$ cat src/astx_pkg.sv
// Shared constants and types for the serial transceiver
package astx_pkg;
	// Read addresses (address bits 2..0)
	localparam logic [2:0] RD_CONTROL_ONE = 3'h0;
	localparam logic [2:0] RD_CONTROL_TWO = 3'h2;
	localparam logic [2:0] RD_LINE_STATUS = 3'h4;
	localparam logic [2:0] RD_RECEIVE_HOLDING = 3'h6;
	// Write addresses (address bits 2..0)
	localparam logic [2:0] WR_CONTROL_ONE = 3'h0;
	localparam logic [2:0] WR_CONTROL_TWO = 3'h2;
	localparam logic [2:0] WR_SYNC_ESCAPE = 3'h4;
	localparam logic [2:0] WR_TRANSMIT_HOLDING = 3'h6;
	// Control one fields
	localparam int C1_RX_ENABLE = 0;
	localparam int C1_TX_REQUEST = 1;
	localparam int C1_LOOPBACK = 2;
	localparam int C1_SYNC_MODE = 3;
	localparam int C1_ESC_STRIP = 4;
	localparam int C1_FORCE_ESC = 5;
	localparam int C1_TRANSPARENT = 6;
	// Control two fields
	localparam int C2_LEN_LSB = 0;
	localparam int C2_HALF_STOP = 2;
	localparam int C2_SYN_STRIP = 3;
	localparam int C2_TWO_STOP = 4;
	localparam int C2_CLK_SEL_LSB = 5;
	// Line status fields
	localparam int ST_DATA_RECEIVED = 0;
	localparam int ST_OVERRUN = 1;
	localparam int ST_FRAMING = 2;
	localparam int ST_STRIPPED = 3;
	localparam int ST_TX_EMPTY = 4;
	localparam int ST_SYNC_LOCK = 5;
	localparam int ST_CLEAR_TO_SEND = 6;
	// Reset values and timing counts
	localparam logic [7:0] CONTROL_RESET = 8'h00;
	localparam logic [3:0] MIN_CHAR_BITS = 4'h5;
	localparam logic [3:0] MAX_CHAR_BITS = 4'h8;
	localparam logic [4:0] OVERSAMPLE_LAST = 5'h1F;
	localparam logic [4:0] OVERSAMPLE_HALF = 5'h0F;
	localparam logic [2:0] CLK_SEL_1X = 3'h0;
	localparam int RATE_CLOCKS = 4;
	localparam int RX_FIFO_DEPTH = 8;
	typedef enum logic [1:0] {RX_IDLE, RX_DATA, RX_STOP} astx_rx_state_t;
	typedef enum logic [1:0] {SY_HUNT, SY_FIRST, SY_LOCK} astx_sync_state_t;
	typedef enum logic [1:0] {
		TX_IDLE, TX_START, TX_DATA, TX_STOP
	} astx_tx_state_t;
endpackage

$ cat src/astx_fifo.sv
// Small synchronous FIFO with valid/ready on both sides
`timescale 1ns/1ps
module astx_fifo #(
	parameter int WIDTH = 9,
	parameter int DEPTH = 8
) (
	// Clock and reset
	input wire logic clk,
	input wire logic resetn,
	// Fill side
	input wire logic in_valid,
	output logic in_ready,
	input wire logic [WIDTH-1:0] in_data,
	// Drain side
	output logic out_valid,
	input wire logic out_ready,
	output logic [WIDTH-1:0] out_data
);
	localparam int AW = (DEPTH > 1) ? $clog2(DEPTH) : 1;
	logic [WIDTH-1:0] mem_reg [DEPTH];
	logic [AW-1:0] wr_ptr_reg;
	logic [AW-1:0] rd_ptr_reg;
	logic [AW:0] count_reg;
	logic push;
	logic pop;

	assign in_ready = (count_reg != (AW+1)'(DEPTH));
	assign out_valid = (count_reg != '0);
	assign out_data = mem_reg[rd_ptr_reg];
	assign push = in_valid && in_ready;
	assign pop = out_valid && out_ready;

	always_ff @(posedge clk) begin
		if (push) begin
			mem_reg[wr_ptr_reg] <= in_data;
		end
	end

	always_ff @(posedge clk) begin
		if (!resetn) begin
			wr_ptr_reg <= '0;
			rd_ptr_reg <= '0;
			count_reg <= '0;
		end else begin
			if (push) begin
				wr_ptr_reg <= (wr_ptr_reg == AW'(DEPTH - 1)) ? '0 :
					AW'(wr_ptr_reg + 1'b1);
			end
			if (pop) begin
				rd_ptr_reg <= (rd_ptr_reg == AW'(DEPTH - 1)) ? '0 :
					AW'(rd_ptr_reg + 1'b1);
			end
			if (push && !pop) begin
				count_reg <= count_reg + 1'b1;
			end else if (pop && !push) begin
				count_reg <= count_reg - 1'b1;
			end
		end
	end
endmodule

$ cat src/astx_transceiver.sv
// Async/sync serial transceiver behind a multiplexed parallel bus
`timescale 1ns/1ps
// Notes on behaviour
// - Received character goes right-aligned to holding, upper bits zero.
// - Sync character register is write-only; reads never show it.
// - Sync mode strips matching sync/escape characters and flags the strip.
// - Transparent transmit can force one escape before a data character.
// - Both control registers read and write; reset clears them.
// - Holding moves to shifter only when enabled and shifter ready.
// - Shifter loads from transmit holding, sync or escape register.
// - Async frame: start bit at 0, stop bits at 1.
// - Async receive starts on start bit only after a stop period.
// - Async receiver keeps only data bits.
// - Zero stop bit sets framing error and becomes next start bit.
// - After framing error, continue only if centre still samples 0.
// - Break gives zero characters with errors; first 1 restores ready.
// - Async transmit: start, data bits, 1, 1.5 (32X clocks only, 2 on 1X) or 2 stop bits.
// - Waiting character follows stop at once, else line stays mark.
// - Sync hunt: look for sync pair, no holding load or status.
// - Two sync matches lock until receive enable cleared.
// - Sync transmit never idles: fills with sync or escape-sync.
// - Character length is five to eight bits in both modes.
// - One 1X clock or one of four 32X clocks selects rate.
// - Diagnostic loop feeds transmit output into the receiver.
// - Transparent select bit at 1 makes sync transmit transparent.
module astx_transceiver #(
	parameter int FIFO_DEPTH = astx_pkg::RX_FIFO_DEPTH
) (
	// Clock and reset
	input wire logic CLK,
	input wire logic RESETN,
	// Parallel access bus
	input wire logic [7:0] PARALLEL_ACCESS_BUS_IN,
	output logic [7:0] PARALLEL_ACCESS_BUS_OUT,
	output logic PARALLEL_ACCESS_BUS_OE,
	input wire logic CHIP_SELECT_N,
	input wire logic READ_ENABLE_N,
	input wire logic WRITE_ENABLE_N,
	input wire logic [4:0] DEVICE_ID,
	output logic REPLY_N,
	// Serial line and modem control
	input wire logic RX_DATA,
	output logic TX_DATA,
	input wire logic CLEAR_TO_SEND_N,
	output logic REQUEST_TO_SEND_N,
	// Rate clocks
	input wire logic LINE_CLK_1X,
	input wire logic [3:0] RATE_CLK_32X
);
	localparam int NSYNC = 23;

	logic [NSYNC-1:0] async_in;
	logic [NSYNC-1:0] sync_1_reg;
	logic [NSYNC-1:0] sync_2_reg;
	logic [NSYNC-1:8] prev_reg;
	logic [7:0] dal_s;
	logic cs_n_s, re_n_s, we_n_s, rxd_s, cts_n_s, clk1x_s;
	logic [4:0] id_s;
	logic [3:0] rate_s;

	// All pins except CLK and RESETN pass two flops before use
	assign async_in = {RATE_CLK_32X, LINE_CLK_1X, CLEAR_TO_SEND_N, RX_DATA,
		DEVICE_ID, WRITE_ENABLE_N, READ_ENABLE_N, CHIP_SELECT_N,
		PARALLEL_ACCESS_BUS_IN};

	always_ff @(posedge CLK) begin
		if (!RESETN) begin
			sync_1_reg <= {NSYNC{1'b1}};
			sync_2_reg <= {NSYNC{1'b1}};
			prev_reg <= {(NSYNC-8){1'b1}};
		end else begin
			sync_1_reg <= async_in;
			sync_2_reg <= sync_1_reg;
			prev_reg <= sync_2_reg[NSYNC-1:8];
		end
	end

	assign dal_s = sync_2_reg[7:0];
	assign cs_n_s = sync_2_reg[8];
	assign re_n_s = sync_2_reg[9];
	assign we_n_s = sync_2_reg[10];
	assign id_s = sync_2_reg[15:11];
	assign rxd_s = sync_2_reg[16];
	assign cts_n_s = sync_2_reg[17];
	assign clk1x_s = sync_2_reg[18];
	assign rate_s = sync_2_reg[22:19];

	// Registers
	logic [7:0] control_one_reg, control_two_reg;
	logic [7:0] sync_character_reg, escape_character_reg;
	logic [7:0] transmit_holding_reg, receive_holding_reg;
	logic hold_full_reg, dr_reg, overrun_reg, framing_reg, stripped_reg;
	logic esc_next_reg;
	logic [2:0] addr_reg;
	logic selected_reg;
	logic sync_locked;

	// Mode decode
	logic [3:0] char_bits;
	logic [2:0] clk_sel;
	logic use_1x, tick32, x1_rise, x1_fall, sync_mode, rx_en, tx_en;
	logic [1:0] rate_idx;

	assign char_bits = astx_pkg::MIN_CHAR_BITS +
		{2'b00, control_two_reg[astx_pkg::C2_LEN_LSB +: 2]};
	assign clk_sel = control_two_reg[astx_pkg::C2_CLK_SEL_LSB +: 3];
	assign use_1x = (clk_sel == astx_pkg::CLK_SEL_1X) ||
		(clk_sel > 3'(astx_pkg::RATE_CLOCKS));
	assign rate_idx = 2'(clk_sel - 3'h1);
	assign tick32 = rate_s[rate_idx] && !prev_reg[19 + rate_idx];
	assign x1_rise = clk1x_s && !prev_reg[18];
	assign x1_fall = !clk1x_s && prev_reg[18];
	assign sync_mode = control_one_reg[astx_pkg::C1_SYNC_MODE];
	assign rx_en = control_one_reg[astx_pkg::C1_RX_ENABLE];
	assign tx_en = control_one_reg[astx_pkg::C1_TX_REQUEST] &&
		!cts_n_s;

	// Parallel bus access
	logic cs_fall, rd_end, wr_stb, hit;
	logic [7:0] rd_mux;
	assign cs_fall = !cs_n_s && prev_reg[8];
	assign hit = (dal_s[7:3] == id_s) && !dal_s[0];
	assign rd_end = selected_reg && re_n_s && !prev_reg[9];
	assign wr_stb = selected_reg && !we_n_s && prev_reg[10];

	always_ff @(posedge CLK) begin
		if (!RESETN) begin
			selected_reg <= 1'b0;
			addr_reg <= 3'h0;
		end else if (cs_fall) begin
			selected_reg <= hit;
			addr_reg <= dal_s[2:0];
		end else if (cs_n_s && re_n_s && we_n_s) begin
			selected_reg <= 1'b0;
		end
	end

	always_comb begin
		case (addr_reg)
		astx_pkg::RD_CONTROL_ONE: rd_mux = control_one_reg;
		astx_pkg::RD_CONTROL_TWO: rd_mux = control_two_reg;
		astx_pkg::RD_LINE_STATUS: begin
			rd_mux = 8'h00;
			rd_mux[astx_pkg::ST_DATA_RECEIVED] = dr_reg;
			rd_mux[astx_pkg::ST_OVERRUN] = overrun_reg;
			rd_mux[astx_pkg::ST_FRAMING] = framing_reg;
			rd_mux[astx_pkg::ST_STRIPPED] = stripped_reg;
			rd_mux[astx_pkg::ST_TX_EMPTY] = !hold_full_reg;
			rd_mux[astx_pkg::ST_SYNC_LOCK] = sync_locked;
			rd_mux[astx_pkg::ST_CLEAR_TO_SEND] = !cts_n_s;
		end
		astx_pkg::RD_RECEIVE_HOLDING: rd_mux = receive_holding_reg;
		default: rd_mux = 8'h00;
		endcase
	end

	always_ff @(posedge CLK) begin
		if (!RESETN) begin
			PARALLEL_ACCESS_BUS_OUT <= 8'h00;
			PARALLEL_ACCESS_BUS_OE <= 1'b0;
			REPLY_N <= 1'b1;
			REQUEST_TO_SEND_N <= 1'b1;
		end else begin
			PARALLEL_ACCESS_BUS_OUT <= rd_mux;
			PARALLEL_ACCESS_BUS_OE <= selected_reg && !re_n_s;
			REPLY_N <= !selected_reg;
			REQUEST_TO_SEND_N <= !control_one_reg[astx_pkg::C1_TX_REQUEST];
		end
	end

	// Register writes; sync and escape share one address in turn
	always_ff @(posedge CLK) begin
		if (!RESETN) begin
			control_one_reg <= astx_pkg::CONTROL_RESET;
			control_two_reg <= astx_pkg::CONTROL_RESET;
			sync_character_reg <= 8'h00;
			escape_character_reg <= 8'h00;
			transmit_holding_reg <= 8'h00;
			esc_next_reg <= 1'b0;
		end else if (wr_stb) begin
			esc_next_reg <= 1'b0;
			case (addr_reg)
			astx_pkg::WR_CONTROL_ONE: control_one_reg <= dal_s;
			astx_pkg::WR_CONTROL_TWO: control_two_reg <= dal_s;
			astx_pkg::WR_SYNC_ESCAPE: begin
				if (esc_next_reg) begin
					escape_character_reg <= dal_s;
				end else begin
					sync_character_reg <= dal_s;
					esc_next_reg <= 1'b1;
				end
			end
			astx_pkg::WR_TRANSMIT_HOLDING: transmit_holding_reg <= dal_s;
			default: esc_next_reg <= 1'b0;
			endcase
		end else if (rd_end || (cs_fall && !hit)) begin
			esc_next_reg <= 1'b0;
		end
	end

	// Transmitter
	astx_pkg::astx_tx_state_t tx_state_reg;
	logic [7:0] tx_shift_reg;
	logic [3:0] tx_count_reg;
	logic tx_stop_cnt_reg, tx_line_reg, esc_sent_reg, fill_phase_reg;
	logic [4:0] tx_div_reg, tx_div_end;
	logic tx_bit_end, can_load, do_load, stop_last, half_now, two_stops;
	logic sel_force, sel_hold, sel_fill_esc;
	logic [7:0] ld_data;

	assign two_stops = control_two_reg[astx_pkg::C2_TWO_STOP] ||
		control_two_reg[astx_pkg::C2_HALF_STOP];
	assign half_now = (tx_state_reg == astx_pkg::TX_STOP) && tx_stop_cnt_reg
		&& control_two_reg[astx_pkg::C2_HALF_STOP]
		&& !control_two_reg[astx_pkg::C2_TWO_STOP];
	assign tx_div_end = half_now ? astx_pkg::OVERSAMPLE_HALF :
		astx_pkg::OVERSAMPLE_LAST;
	assign tx_bit_end = use_1x ? x1_fall : (tick32 && tx_div_reg == tx_div_end);
	assign stop_last = (tx_stop_cnt_reg == two_stops);
	assign can_load = tx_en && (sync_mode || hold_full_reg);

	always_comb begin
		sel_force = hold_full_reg && !esc_sent_reg &&
			control_one_reg[astx_pkg::C1_FORCE_ESC] &&
			control_one_reg[astx_pkg::C1_TRANSPARENT];
		sel_hold = 1'b0;
		sel_fill_esc = 1'b0;
		if (sel_force) begin
			ld_data = escape_character_reg;
		end else if (hold_full_reg) begin
			ld_data = transmit_holding_reg;
			sel_hold = 1'b1;
		end else if (control_one_reg[astx_pkg::C1_TRANSPARENT] &&
				!fill_phase_reg) begin
			ld_data = escape_character_reg;
			sel_fill_esc = 1'b1;
		end else begin
			ld_data = sync_character_reg;
		end
		case (tx_state_reg)
		astx_pkg::TX_IDLE: do_load = tx_bit_end && can_load;
		astx_pkg::TX_DATA: do_load = tx_bit_end && can_load && sync_mode &&
			tx_count_reg == char_bits;
		astx_pkg::TX_STOP: do_load = tx_bit_end && can_load && stop_last;
		default: do_load = 1'b0;
		endcase
	end

	always_ff @(posedge CLK) begin
		if (!RESETN) begin
			tx_div_reg <= 5'h00;
		end else if (tick32) begin
			tx_div_reg <= (tx_div_reg == tx_div_end) ? 5'h00 :
				5'(tx_div_reg + 1'b1);
		end
	end

	always_ff @(posedge CLK) begin
		if (!RESETN) begin
			tx_state_reg <= astx_pkg::TX_IDLE;
			tx_shift_reg <= 8'h00;
			tx_count_reg <= 4'h0;
			tx_stop_cnt_reg <= 1'b0;
			tx_line_reg <= 1'b1;
		end else if (do_load && !sync_mode) begin
			tx_shift_reg <= ld_data;
			tx_line_reg <= 1'b0;
			tx_state_reg <= astx_pkg::TX_START;
		end else if (do_load) begin
			tx_line_reg <= ld_data[0];
			tx_shift_reg <= {1'b0, ld_data[7:1]};
			tx_count_reg <= 4'h1;
			tx_state_reg <= astx_pkg::TX_DATA;
		end else if (tx_bit_end) begin
			case (tx_state_reg)
			astx_pkg::TX_START: begin
				tx_line_reg <= tx_shift_reg[0];
				tx_shift_reg <= {1'b0, tx_shift_reg[7:1]};
				tx_count_reg <= 4'h1;
				tx_state_reg <= astx_pkg::TX_DATA;
			end
			astx_pkg::TX_DATA: begin
				if (tx_count_reg == char_bits) begin
					tx_line_reg <= 1'b1;
					tx_stop_cnt_reg <= 1'b0;
					tx_state_reg <= sync_mode ? astx_pkg::TX_IDLE :
						astx_pkg::TX_STOP;
				end else begin
					tx_line_reg <= tx_shift_reg[0];
					tx_shift_reg <= {1'b0, tx_shift_reg[7:1]};
					tx_count_reg <= tx_count_reg + 1'b1;
				end
			end
			astx_pkg::TX_STOP: begin
				tx_stop_cnt_reg <= 1'b1;
				if (stop_last) begin
					tx_state_reg <= astx_pkg::TX_IDLE;
				end
			end
			default: tx_line_reg <= 1'b1;
			endcase
		end
	end

	// Holding full flag; a write wins over a same-cycle load
	always_ff @(posedge CLK) begin
		if (!RESETN) begin
			hold_full_reg <= 1'b0;
			esc_sent_reg <= 1'b0;
			fill_phase_reg <= 1'b0;
		end else begin
			if (wr_stb && addr_reg == astx_pkg::WR_TRANSMIT_HOLDING) begin
				hold_full_reg <= 1'b1;
			end else if (do_load && sel_hold) begin
				hold_full_reg <= 1'b0;
			end
			if (do_load) begin
				esc_sent_reg <= sel_force;
				fill_phase_reg <= sel_fill_esc;
			end
		end
	end

	// Line output follows clear-to-send at once
	always_ff @(posedge CLK) begin
		if (!RESETN) begin
			TX_DATA <= 1'b1;
		end else begin
			TX_DATA <= cts_n_s ? 1'b1 : tx_line_reg;
		end
	end

	// Receiver
	astx_pkg::astx_rx_state_t rx_state_reg;
	astx_pkg::astx_sync_state_t sync_state_reg;
	logic [7:0] rx_shift_reg, shifted, win, async_char, push_data_reg;
	logic [3:0] rx_count_reg;
	logic [4:0] rx_phase_reg;
	logic rx_line, rx_tick, mark_seen_reg, break_reg, win_match;
	logic push_reg, push_fe_reg, strip_evt_reg, strip_hit;

	assign rx_line = control_one_reg[astx_pkg::C1_LOOPBACK] ? tx_line_reg :
		rxd_s;
	assign rx_tick = use_1x ? x1_rise :
		(tick32 && rx_phase_reg == astx_pkg::OVERSAMPLE_HALF);
	assign shifted = {rx_line, rx_shift_reg[7:1]};
	assign win = 8'(shifted >> (astx_pkg::MAX_CHAR_BITS - char_bits));
	assign async_char = 8'(rx_shift_reg >>
		(astx_pkg::MAX_CHAR_BITS - char_bits));
	assign win_match = (win == sync_character_reg);
	assign strip_hit = (win_match &&
		control_two_reg[astx_pkg::C2_SYN_STRIP]) ||
		(win == escape_character_reg &&
		control_one_reg[astx_pkg::C1_ESC_STRIP]);
	assign sync_locked = (sync_state_reg == astx_pkg::SY_LOCK);

	// Phase restarts at each mark so the tick lands mid start bit
	always_ff @(posedge CLK) begin
		if (!RESETN) begin
			rx_phase_reg <= 5'h00;
		end else if (tick32) begin
			if (!sync_mode && rx_state_reg == astx_pkg::RX_IDLE && rx_line) begin
				rx_phase_reg <= 5'h00;
			end else begin
				rx_phase_reg <= 5'(rx_phase_reg + 1'b1);
			end
		end
	end

	always_ff @(posedge CLK) begin
		push_reg <= 1'b0;
		strip_evt_reg <= 1'b0;
		if (!RESETN || !rx_en) begin
			rx_state_reg <= astx_pkg::RX_IDLE;
			sync_state_reg <= astx_pkg::SY_HUNT;
			rx_count_reg <= 4'h0;
			rx_shift_reg <= 8'h00;
			mark_seen_reg <= 1'b0;
			break_reg <= 1'b0;
			push_data_reg <= 8'h00;
			push_fe_reg <= 1'b0;
		end else if (rx_tick && sync_mode) begin
			rx_shift_reg <= shifted;
			rx_count_reg <= (rx_count_reg == char_bits - 4'h1) ? 4'h0 :
				rx_count_reg + 1'b1;
			case (sync_state_reg)
			astx_pkg::SY_HUNT: begin
				rx_count_reg <= 4'h0;
				if (win_match) begin
					sync_state_reg <= astx_pkg::SY_FIRST;
				end
			end
			astx_pkg::SY_FIRST: begin
				if (rx_count_reg == char_bits - 4'h1) begin
					sync_state_reg <= win_match ? astx_pkg::SY_LOCK :
						astx_pkg::SY_HUNT;
				end
			end
			astx_pkg::SY_LOCK: begin
				if (rx_count_reg == char_bits - 4'h1) begin
					if (strip_hit) begin
						strip_evt_reg <= 1'b1;
					end else begin
						push_reg <= 1'b1;
						push_data_reg <= win;
						push_fe_reg <= 1'b0;
					end
				end
			end
			default: sync_state_reg <= astx_pkg::SY_HUNT;
			endcase
		end else if (rx_tick) begin
			case (rx_state_reg)
			astx_pkg::RX_IDLE: begin
				if (!rx_line && mark_seen_reg) begin
					rx_state_reg <= astx_pkg::RX_DATA;
					rx_count_reg <= 4'h0;
				end else if (rx_line) begin
					mark_seen_reg <= 1'b1;
				end
			end
			astx_pkg::RX_DATA: begin
				if (break_reg && rx_line) begin
					rx_state_reg <= astx_pkg::RX_IDLE;
					break_reg <= 1'b0;
					mark_seen_reg <= 1'b1;
				end else begin
					rx_shift_reg <= shifted;
					if (rx_count_reg == char_bits - 4'h1) begin
						rx_state_reg <= astx_pkg::RX_STOP;
					end
					rx_count_reg <= rx_count_reg + 1'b1;
				end
			end
			astx_pkg::RX_STOP: begin
				push_reg <= 1'b1;
				push_data_reg <= async_char;
				push_fe_reg <= !rx_line;
				rx_count_reg <= 4'h0;
				if (rx_line) begin
					rx_state_reg <= astx_pkg::RX_IDLE;
					break_reg <= 1'b0;
				end else begin
					rx_state_reg <= astx_pkg::RX_DATA;
					break_reg <= (async_char == 8'h00);
				end
			end
			default: rx_state_reg <= astx_pkg::RX_IDLE;
			endcase
		end
	end

	// Receive queue; drain stalls while the holding is unread
	logic fifo_in_ready, fifo_out_valid, hold_load;
	logic [8:0] fifo_out_data;
	assign hold_load = fifo_out_valid && !dr_reg;

	astx_fifo #(
		.WIDTH(9),
		.DEPTH(FIFO_DEPTH)
	) u_rx_fifo (
		.clk(CLK),
		.resetn(RESETN),
		.in_valid(push_reg),
		.in_ready(fifo_in_ready),
		.in_data({push_fe_reg, push_data_reg}),
		.out_valid(fifo_out_valid),
		.out_ready(!dr_reg),
		.out_data(fifo_out_data)
	);

	// Status flags; a setting event wins over a same-cycle read clear
	always_ff @(posedge CLK) begin
		if (!RESETN) begin
			receive_holding_reg <= 8'h00;
			dr_reg <= 1'b0;
			framing_reg <= 1'b0;
			overrun_reg <= 1'b0;
			stripped_reg <= 1'b0;
		end else begin
			if (hold_load) begin
				receive_holding_reg <= fifo_out_data[7:0];
				framing_reg <= fifo_out_data[8];
				dr_reg <= 1'b1;
			end else if (rd_end && addr_reg == astx_pkg::RD_RECEIVE_HOLDING) begin
				dr_reg <= 1'b0;
			end
			if (push_reg && !fifo_in_ready) begin
				overrun_reg <= 1'b1;
			end else if (rd_end && addr_reg == astx_pkg::RD_LINE_STATUS) begin
				overrun_reg <= 1'b0;
			end
			if (strip_evt_reg) begin
				stripped_reg <= 1'b1;
			end else if (rd_end && addr_reg == astx_pkg::RD_LINE_STATUS) begin
				stripped_reg <= 1'b0;
			end
		end
	end
endmodule

$ cat config.mk
export PLATFORM = sky130hd
export DESIGN_NAME = astx_transceiver
export DESIGN_NICKNAME = d
export VERILOG_FILES = /design/src/astx_pkg.sv /design/src/astx_fifo.sv /design/src/astx_transceiver.sv
export SDC_FILE = /design/constraint.sdc
export NUM_CORES = 1
export LEC_CHECK = 0
export BUFFER_PORTS_ARGS = -buffer_cell sky130_fd_sc_hd__clkbuf_2
export CAP_MARGIN = 5
export CORE_UTILIZATION = 61
export DETAILED_ROUTE_END_ITERATION = 12
export GPL_TIMING_DRIVEN = 0
export PLACE_DENSITY = 0.78
export SETUP_SLACK_MARGIN = 0.3
export SLEW_MARGIN = 0
export SYNTH_ARGS = -nofsm -noshare
export SYNTH_HDL_FRONTEND = slang
export SYNTH_HIERARCHICAL = 1
export SYNTH_SLANG_ARGS = --single-unit
$ cat constraint.sdc
create_clock -name CLK -period 3.2 [get_ports CLK]
set_input_delay 0 -clock CLK [delete_from_list [all_inputs] [get_ports CLK]]
set_output_delay 0 -clock CLK [all_outputs]
set_load 0.01 [all_outputs]
Word-level counts from Yosys, hierarchy flattened
Memories as Yosys holds them, arrays and structs flattened. A register that Yosys moved wholly into a read port is not among the register bits.
Cells that the tools add are included.
{"block": "totals", "register_bits": 189, "mem_bits_rw": 72, "in_bits": 25, "output_inout_bits": 12, "mem_count": 1}
{"block": "classes", "add_sub_neg": 13, "n_lt_le_gt_ge": 3, "eq_ne": 42, "shift": 2, "n_mux": 108, "bitwise": 7, "n_reduce_logical": 124}
{"name": "u_rx_fifo.mem_reg", "depth": 8, "width": 9, "rd": 1, "rd_ports_with_merged_regs": 1, "write_ports": 1, "line": "astx_fifo.sv:20", "text": "logic [WIDTH-1:0] mem_reg [DEPTH];"}
{"operator": "two-way mux 8 bit", "count": 17}
{"operator": "two-way mux 1 bit", "count": 50}
{"operator": "logical AND 1 bit", "count": 45}
{"operator": "two-way mux 4 bit", "count": 11}
{"operator": "one-hot mux 8 bit (4 select lines)", "count": 1}
{"operator": "AND reduction 4 bit", "count": 7}
{"operator": "nonzero test 2 bit", "count": 14}
{"operator": "zero test 1 bit", "count": 25}
{"operator": "two-way mux 2 bit", "count": 11}
{"operator": "!= test 2 bit, second input constant", "count": 9}
{"operator": "one-hot mux 2 bit (3 select lines)", "count": 3}
{"operator": "equality test 8 bit", "count": 2}
{"operator": "one-hot mux 8 bit (2 select lines)", "count": 1}
{"operator": "nonzero test 4 bit", "count": 4}
{"operator": "right shift 8 x 4 -> 8 bit", "count": 2}
{"operator": "two-way mux 5 bit", "count": 3}
{"operator": "!= test 3 bit, second input constant", "count": 5}
{"operator": "adder 4 x 1 -> 4 bit, second input constant", "count": 3}
{"operator": "equality test 3 bit, second input constant", "count": 4}
{"operator": "!= test 4 bit, second input constant", "count": 3}
{"operator": "one-hot mux 4 bit (3 select lines)", "count": 1}
{"operator": "AND reduction 3 bit", "count": 4}
{"operator": "adder 5 x 1 -> 5 bit, second input constant", "count": 2}
{"operator": "equality test 5 bit", "count": 2}
{"operator": "37 further kinds", "count": 70}

Longest topological paths before layout
Gate-level depths: netlist (run 1).
{"block": "logic_depth", "ltp_word": 15, "ltp_mapped": 11, "mapped_depth_nobuf": 10}

Hierarchy
Netlist (run 1), hierarchy kept.
{"mod": "astx_transceiver", "instances": 1, "cells_each": 932, "area_per_inst_um2": 8480.6, "seq_area_each_um2": 3663.5}
{"mod": "astx_fifo", "instances": 1, "cells_each": 179, "area_per_inst_um2": 3455.8, "seq_area_each_um2": 2422.3}

Least setup slack after synthesis (run 1)
Ideal clock, no wire load.
{"block": "synth_timing", "path_kind": "reg2reg", "start": "reg control_two_reg[1]", "end": "reg push_data_reg[5]", "setup_time_ns": 0.123, "t_arrival_ns": 2.739, "setup_slack_ns": 0.337, "path_stages_with_launch": 12, "n_path_buf": 3, "synth_period_minus_slack_ns": 2.863, "path_cell_list": "dfxtp_1 -> ha_1 -> buf_4 -> buf_2 -> mux4_2 -> xnor2_1 -> o2111ai_1 -> a2111oi_0 -> a31oi_1 -> a22oi_1 -> buf_4 -> mux2_1"}
{"block": "synth_between", "elab_chain_len": 8}
{"item": "start: declaration", "line": "astx_transceiver.sv:89", "text": "logic [7:0] control_one_reg, control_two_reg;"}
{"item": "start signal: assignment", "line": "astx_transceiver.sv:175", "text": "control_two_reg <= astx_pkg::CONTROL_RESET;"}
{"item": "start signal: assignment", "line": "astx_transceiver.sv:184", "text": "astx_pkg::WR_CONTROL_TWO: control_two_reg <= dal_s;"}
{"item": "adder 3 x 2 -> 4 bit (*)", "line": "astx_transceiver.sv:104", "text": "assign char_bits = astx_pkg::MIN_CHAR_BITS +"}
{"item": "subtractor 4 bit", "line": "astx_transceiver.sv:347, astx_transceiver.sv:349"}
{"item": "right shift 8 x 4 -> 8 bit", "line": "astx_transceiver.sv:347", "text": "assign win = 8'(shifted >> (astx_pkg::MAX_CHAR_BITS - char_bits));"}
{"item": "equality test 8 bit, on equally long branches", "line": "astx_transceiver.sv:350, astx_transceiver.sv:353"}
{"item": "logical AND 1 bit, on equally long branches", "line": "astx_transceiver.sv:351, astx_transceiver.sv:353"}
{"item": "logical OR 1 bit", "line": "astx_transceiver.sv:352", "text": "control_two_reg[astx_pkg::C2_SYN_STRIP]) ||"}
{"item": "!= test 2 bit (no line)"}
{"item": "AND reduction 5 bit (no line)"}
{"item": "end signal: assignment", "line": "astx_transceiver.sv:405", "text": "push_data_reg <= win;"}
{"item": "end signal: assignment", "line": "astx_transceiver.sv:437", "text": "push_data_reg <= async_char;"}
{"item": "end: declaration", "line": "astx_transceiver.sv:336", "text": "logic [7:0] rx_shift_reg, shifted, win, async_char, push_data_reg;"}
Mark *: on every way between the ends. The rest lies on a longest branch, timed or not. The select of a mux whose other input is x is not followed.
A chain may end at the register's enable or synchronous reset.

Final worst setup path (run 1)
Ends and elaborated chain as after synthesis.

==> results by group, run 1 <==
Outcome
  – Outcome: complete, no violations

Logic synthesis
  – Yosys cell types: 78
  – Mapped Area: 11900 um^2
  – Yosys warning count: 6
  – Top_reg_cell synth: dfxtp_1
  – Seq/Total Area, Yosys: 51.0%
  – Main area contributors after synthesis: dfxtp_1, edfxtp_1, mux2i_1
  – Flops & latches, synth: 268
  – Syn Inst Count: 1111
  – Yosys top cell by area: dfxtp_1
  – Syn Nets: 1161
  – Asr flop ratio synth: 0%
  – EDFF count, synth: 72
  – Syn_area_per_cell: 10.7 um^2
  – Post-synth top area share: 32.9%

Clock tree
  – H-tree levels: 1
  – TritonCTS Buffers: 27
  – Clk sink count: 268
  – CTS tree: yes
  – Clock-pin slew on the worst setup and hold paths: 70 ps
  – Skew-Pair Late Insertion Delay: 550 ps
  – Worst-case clock buffer depth: 3
  – Clk root buf: clkbuf_16

Setup path
  – Arrival @ worst endpoint: 3340 ps
  – Critical Path Source Type: register
  – Worst path cell trace: ha_4 -> buf_8 -> mux4_2 -> xnor2_2 -> o211ai_1 -> a2111oi_2 -> a31oi_1 -> a22oi_1 -> buf_4 -> mux2_4
  – Crit end category: register
  – Critical Path Source: control_two_reg[1]$_SDFFE_PN0P_
  – Critical Path RT: 3630 ps
  – Slowest Stage Delay on Critical Path: 560 ps
  – CP delay by family, top: multiplexers
  – Critical Path Stages: 10
  – Number of buffers and inverters on the critical path: 2
  – Critical R2R Launch: control_two_reg[1]$_SDFFE_PN0P_
  – R2R cell count: 10
  – Critical path type: reg -> reg
  – Crit Path Max Fanout: 5
  – Crit-path slowest cell: mux4_2

Power
  – Leak: 5.06 nW
  – Power density over the cells: 564 nW/um^2
  – Switch share: 24.8%
  – Switching pwr: 1.95 mW
  – Max VDD drop: 0.486 mV
  – P_int: 5.90 mW
  – Sequential share of power: 47.3%
  – Logic pwr share: 12.0%
  – Clock share of power: 40.7%

Hold path
  – Min-delay src: PARALLEL_ACCESS_BUS_IN[4]
  – Hold depth: 3
  – Hold/Removal Path Class: in -> reg

Layout
  – Most frequent cells in the layout: dfxtp_1, nor2_1, nand2_1, mux2i_1, nand2b_1
  – Most common cell after layout, fill and taps aside: dfxtp_1
  – Largest register FFs: 72
  – Nets: 1267
  – Final Instance Count excl. Fillers: 1497
  – N_diodes: 0
  – Area growth from synthesis to final layout: 16.4%
  – Share of cells above drive strength 1: 14.6%
  – Fin util: 73.3%

Placed design
  – GPL Wtd Cong: 0.917
  – Port bufs: 36
  – DP HPWL: 19300 um
  – Post-placement cell count: 1411

Global routing
  – Initial antenna violation count: 0
  – Pin count of the biggest net entering global routing: 15
  – Remaining Overflow, GRT: 0
  – Total track usage: 28.2%
  – First-pass GRT wire length: 44100 um
  – Vias in the first global route: 8390

STA
  – Final Max Tran Viols: 0
  – Tightest Pin Transition: 1190 ps
  – Fin. Hold Viols: 0
  – Min Tclk post-route: 2910 ps
  – RSZ-0062 raised after global routing: true
  – Worst Clk Skew: 13.0 ps
  – Setup Viol. Count Final: 0
  – Crit share post-route: 90.8%
  – Max_slew headroom: 20.2%
  – Max Freq: 0.344 GHz
  – Setup TNS: 0 ps

Job
  – Total of max-cap violations: 0

Route
  – Drt pass-1 iters: 5
  – WL final: 28100 um
  – DR vias: 8716
  – Drt via density: 5.82
  – Post-route ant nets: 0
  – Initial DRC count: 679
  – Drt wl/cell: 18.7 um
  – Drc violations: 0

Floorplanning
  – Die Y: 142 um
  – Core area: 19000 um^2
  – Die ar.: 20100 um^2
  – IO Count: 37
  – # rows: 50
  – Die width: 142 um
  – Initial Util: 63.0%
[worst min-delay path, delay by kind of cell]
kind | cells | cell delay (ps)
simple gates | 1 | 80
buf+inv | 2 | 610
[timing repair]
action	in CTS	in global routing
resized for setup	20	17
pin swaps	3	8
hold buffers	24	0
setup endpoints to repair	44	34
buffers inserted	3	9
endpoints found under the hold margin	26	0
cloned	0	1
[cell usage after synthesis, drive strengths merged, types with 4 or more instances]
cell type,instances
dfxtp,196
nor2,128
nand2,96
mux2i,92
nand2b,74
edfxtp,72
a21oi,48
clkbuf,45
o21ai,26
ha,24
mux4,22
mux2,21
inv,20
buf,18
xor2,18
xnor2,14
and2,12
nor3,12
o211ai,12
nand3,11
nand3b,11
and3,10
or3,10
a21boi,9
a22oi,9
nor2b,9
a311oi,8
a31oi,8
a221oi,7
a211oi,6
nand4,6
o22ai,6
nor4,4
o221a,4
[final cells by class]
cell class | instances | area, um^2
inverters | 20 | 75.1
clock inverters | 15 | 169
plain buffers | 63 | 314
well taps | 260 | 325
multi-input cells | 760 | 5620
fillers | 1315 | 5060
repair buffers | 77 | 571
flip-flops and latches | 268 | 6090
clock buffers | 34 | 732
[worst paths after layout]
path | endpoint | slack (ps)
worst max-delay path | push_data_reg[5]$_SDFFE_PP0P_ | 290
worst min register to register | sync_2_reg[1]$_SDFF_PN1_ | 400
worst max register to register | push_data_reg[5]$_SDFFE_PP0P_ | 290
worst min-delay path | sync_1_reg[4]$_SDFF_PN1_ | 170
[cell families after synthesis]
logic type | share of synthesized area, %
AND/OR/NAND/NOR | 16.3
flip-flops | 51.0
AO/OA/AOI/OAI | 10.3
multiplexers | 14.4
buffers and inverters | 3.02
XOR/XNOR | 2.35
adder cells (fa/ha/maj) | 2.68
[layer usage]
layer	track usage [%]	routed length [um]	up-vias	share of wire, %
li1	-	-	4210	-
met1	38.9	12400	4198	44
met2	47.1	13600	262	48
met3	3.88	1580	46	5.6
met4	7.19	516	0	1.8
met5	0	0	-	0
[metrics by stage]
stage / power [mW] / worst slack [ps] / hold slack (ps) / cell area (um^2)
2_1_floorplan: 4.44 / 337 / 86.4 / 11900
6_report: 7.84 / 293 / 175 / 13900
3_3_place_gp: 4.64 / -152 / 180 / 12400
3_5_place_dp: 4.68 / -236 / 183 / 12500
4_1_cts: 7.88 / 257 / 159 / 13700
5_1_grt: 8.11 / 256 / 180 / 13900
[power groups by stage]
stage / clock [mW] / combinational (mW) / sequential (mW)
3_3_place_gp: 0 / 0.867 / 3.77
5_1_grt: 3.35 / 1.04 / 3.72
4_1_cts: 3.23 / 0.940 / 3.71
6_report: 3.19 / 0.941 / 3.71
2_1_floorplan: 0 / 0.699 / 3.75
3_5_place_dp: 0 / 0.899 / 3.78
(Power assumes the default switching activity.)
==> inputs of run 2 (changes only) <==
SETUP_SLACK_MARGIN = not set   (was 0.3)
==> run 2 against run 1 <==
Total power is essentially flat; global-route usage decreased by 0.076 points; final area is 1.6% lower; sequential power barely moved; highest routed layer unchanged; largest power group unchanged; flip-flop and latch count is the same; register-to-register slack worse by 270 ps.
==> results by group, run 2 (synthesized netlist as in run 1, its figures left out) <==
Clock tree
  – Clock-pin slew on the worst setup and hold paths: 60 ps
  – Clk root buf: clkbuf_16
  – Clk sink count: 268
  – TritonCTS Buffers: 27
  – CTS tree: yes
  – Skew-Pair Late Insertion Delay: 550 ps
  – H-tree levels: 1
  – Worst-case clock buffer depth: 3

Global routing
  – Vias in the first global route: 8367
  – Pin count of the biggest net entering global routing: 15
  – Initial antenna violation count: 0
  – First-pass GRT wire length: 44000 um
  – Remaining Overflow, GRT: 0
  – Total track usage: 28.1%

Route
  – Drc violations: 0
  – Initial DRC count: 705
  – DR vias: 8642
  – Drt wl/cell: 18.7 um
  – Drt via density: 5.82
  – Drt pass-1 iters: 5
  – WL final: 27700 um
  – Post-route ant nets: 0

STA
  – Max Freq: 0.315 GHz
  – Setup Viol. Count Final: 0
  – Min Tclk post-route: 3170 ps
  – Max_slew headroom: 18.8%
  – Setup ws final: 26.6 ps
  – RSZ-0062 raised after global routing: true
  – Worst Clk Skew: 11.6 ps
  – Tightest Pin Transition: 1210 ps
  – Fin. Hold Viols: 0
  – Final Max Tran Viols: 0
  – Crit share post-route: 99.2%

Job
  – Total of max-cap violations: 0

Floorplanning
  – Die Y: 142 um
  – Initial Util: 63.0%
  – Core area: 19000 um^2
  – IO Count: 37
  – # rows: 50
  – Die ar.: 20100 um^2
  – Die width: 142 um

Power
  – Leak: 4.95 nW
  – Power density over the cells: 573 nW/um^2
  – Total power: 7.84 mW
  – Max VDD drop: 0.488 mV

Layout
  – Area growth from synthesis to final layout: 14.6%
  – N_diodes: 0
  – Nets: 1254
  – Share of cells above drive strength 1: 12.6%
  – Largest register FFs: 72
  – Design Area, Final: 13700 um^2
  – Most common cell after layout, fill and taps aside: dfxtp_1
  – Most frequent cells in the layout: dfxtp_1, nor2_1, nand2_1, mux2i_1, nand2b_1

Outcome
  – Outcome: complete, no violations

Setup path
  – Critical Path RT: 3620 ps
  – Crit Path Max Fanout: 10
  – Crit end category: register
  – Arrival @ worst endpoint: 3600 ps
  – Critical Path Source Type: register
  – Critical path type: reg -> reg

Placed design
  – GPL Wtd Cong: 0.917
  – DP HPWL: 19300 um
  – DP Worst Slack: -236 ps
  – Port bufs: 36
  – Cell Area, Placed: 12500 um^2

Hold path
  – Hold/Removal Path Class: in -> reg
## run 2: changes by cell type in the layout (fill, tap and decap cells not counted), moves of 2 or more
cell and delta:
buf_4 -11, clkbuf_1 +3, clkbuf_2 -3, dfxtp_1 +2, xnor2_1 +3, xnor2_2 -3
## run 2: worst paths after layout
| kind | from | end | slack, ps | depth (start not counted) |
|---|---|---|---|---|
| hold / removal | PARALLEL_ACCESS_BUS_IN[4] | sync_1_reg[4]$_SDFF_PN1_ | 180 | 3 |
| setup reg to reg | control_two_reg[5]$_SDFFE_PN0P_ | push_data_reg[5]$_SDFFE_PP0P_ | 30 | 8 |
| setup / recovery | control_two_reg[5]$_SDFFE_PN0P_ | push_data_reg[5]$_SDFFE_PP0P_ | 30 | 8 |
| hold reg to reg | sync_1_reg[1]$_SDFF_PN1_ | sync_2_reg[1]$_SDFF_PN1_ | 400 | 1 |
## run 2: what timing repair did
item,CTS,global route
endpoints found under the setup margin,18,17
endpoints found under the hold margin,26,0
hold buffers,24,0
gates resized for setup,7,10
buffers inserted,0,0
## run 2: metal layers
metal | share of wire (%) | vias up | global-route usage (%)
met3 | 5.0 | 41 | 3.85
met1 | 45 | 4184 | 38.8
met2 | 48 | 238 | 47.0
met4 | 1.9 | 0 | 6.90
li1 | - | 4179 | -
met5 | 0 | - | 0
## run 2: where the power goes
part,internal [mW],switching [mW],total [mW]
clock network,1.87,1.32,3.19
logic,0.419,0.517,0.936
registers,3.60,0.110,3.71
## run 2: layout make-up
cell class / instances / area, um^2
inverters: 20 / 75.1
repair buffers: 64 / 443
clock buffers: 34 / 732
fillers: 1340 / 5280
plain buffers: 63 / 299
clock inverters: 15 / 169
flip-flops and latches: 268 / 6090
well taps: 260 / 325
multi-input cells: 760 / 5550
## run 2: per-stage QoR
stage	utilization, %	std cells	TNS, ps	hold WS [ps]
6_report	72.1	1484	0	177
3_5_place_dp	65.8	1411	-1190	183
5_1_grt	72.1	1484	-17.1	180
4_1_cts	72.0	1484	0	159
2_1_floorplan	-	1111	0	86.4
3_3_place_gp	65.6	1407	-410	180
## run 2: critical path, stage by stage (launching register included)
cell     delay [ps]
dfxtp_1         500
ha_1            310
mux2_2          370
o221a_2         290
o32ai_2         590
and2b_1         330
a22oi_1         120
buf_4           200
mux2_1          330
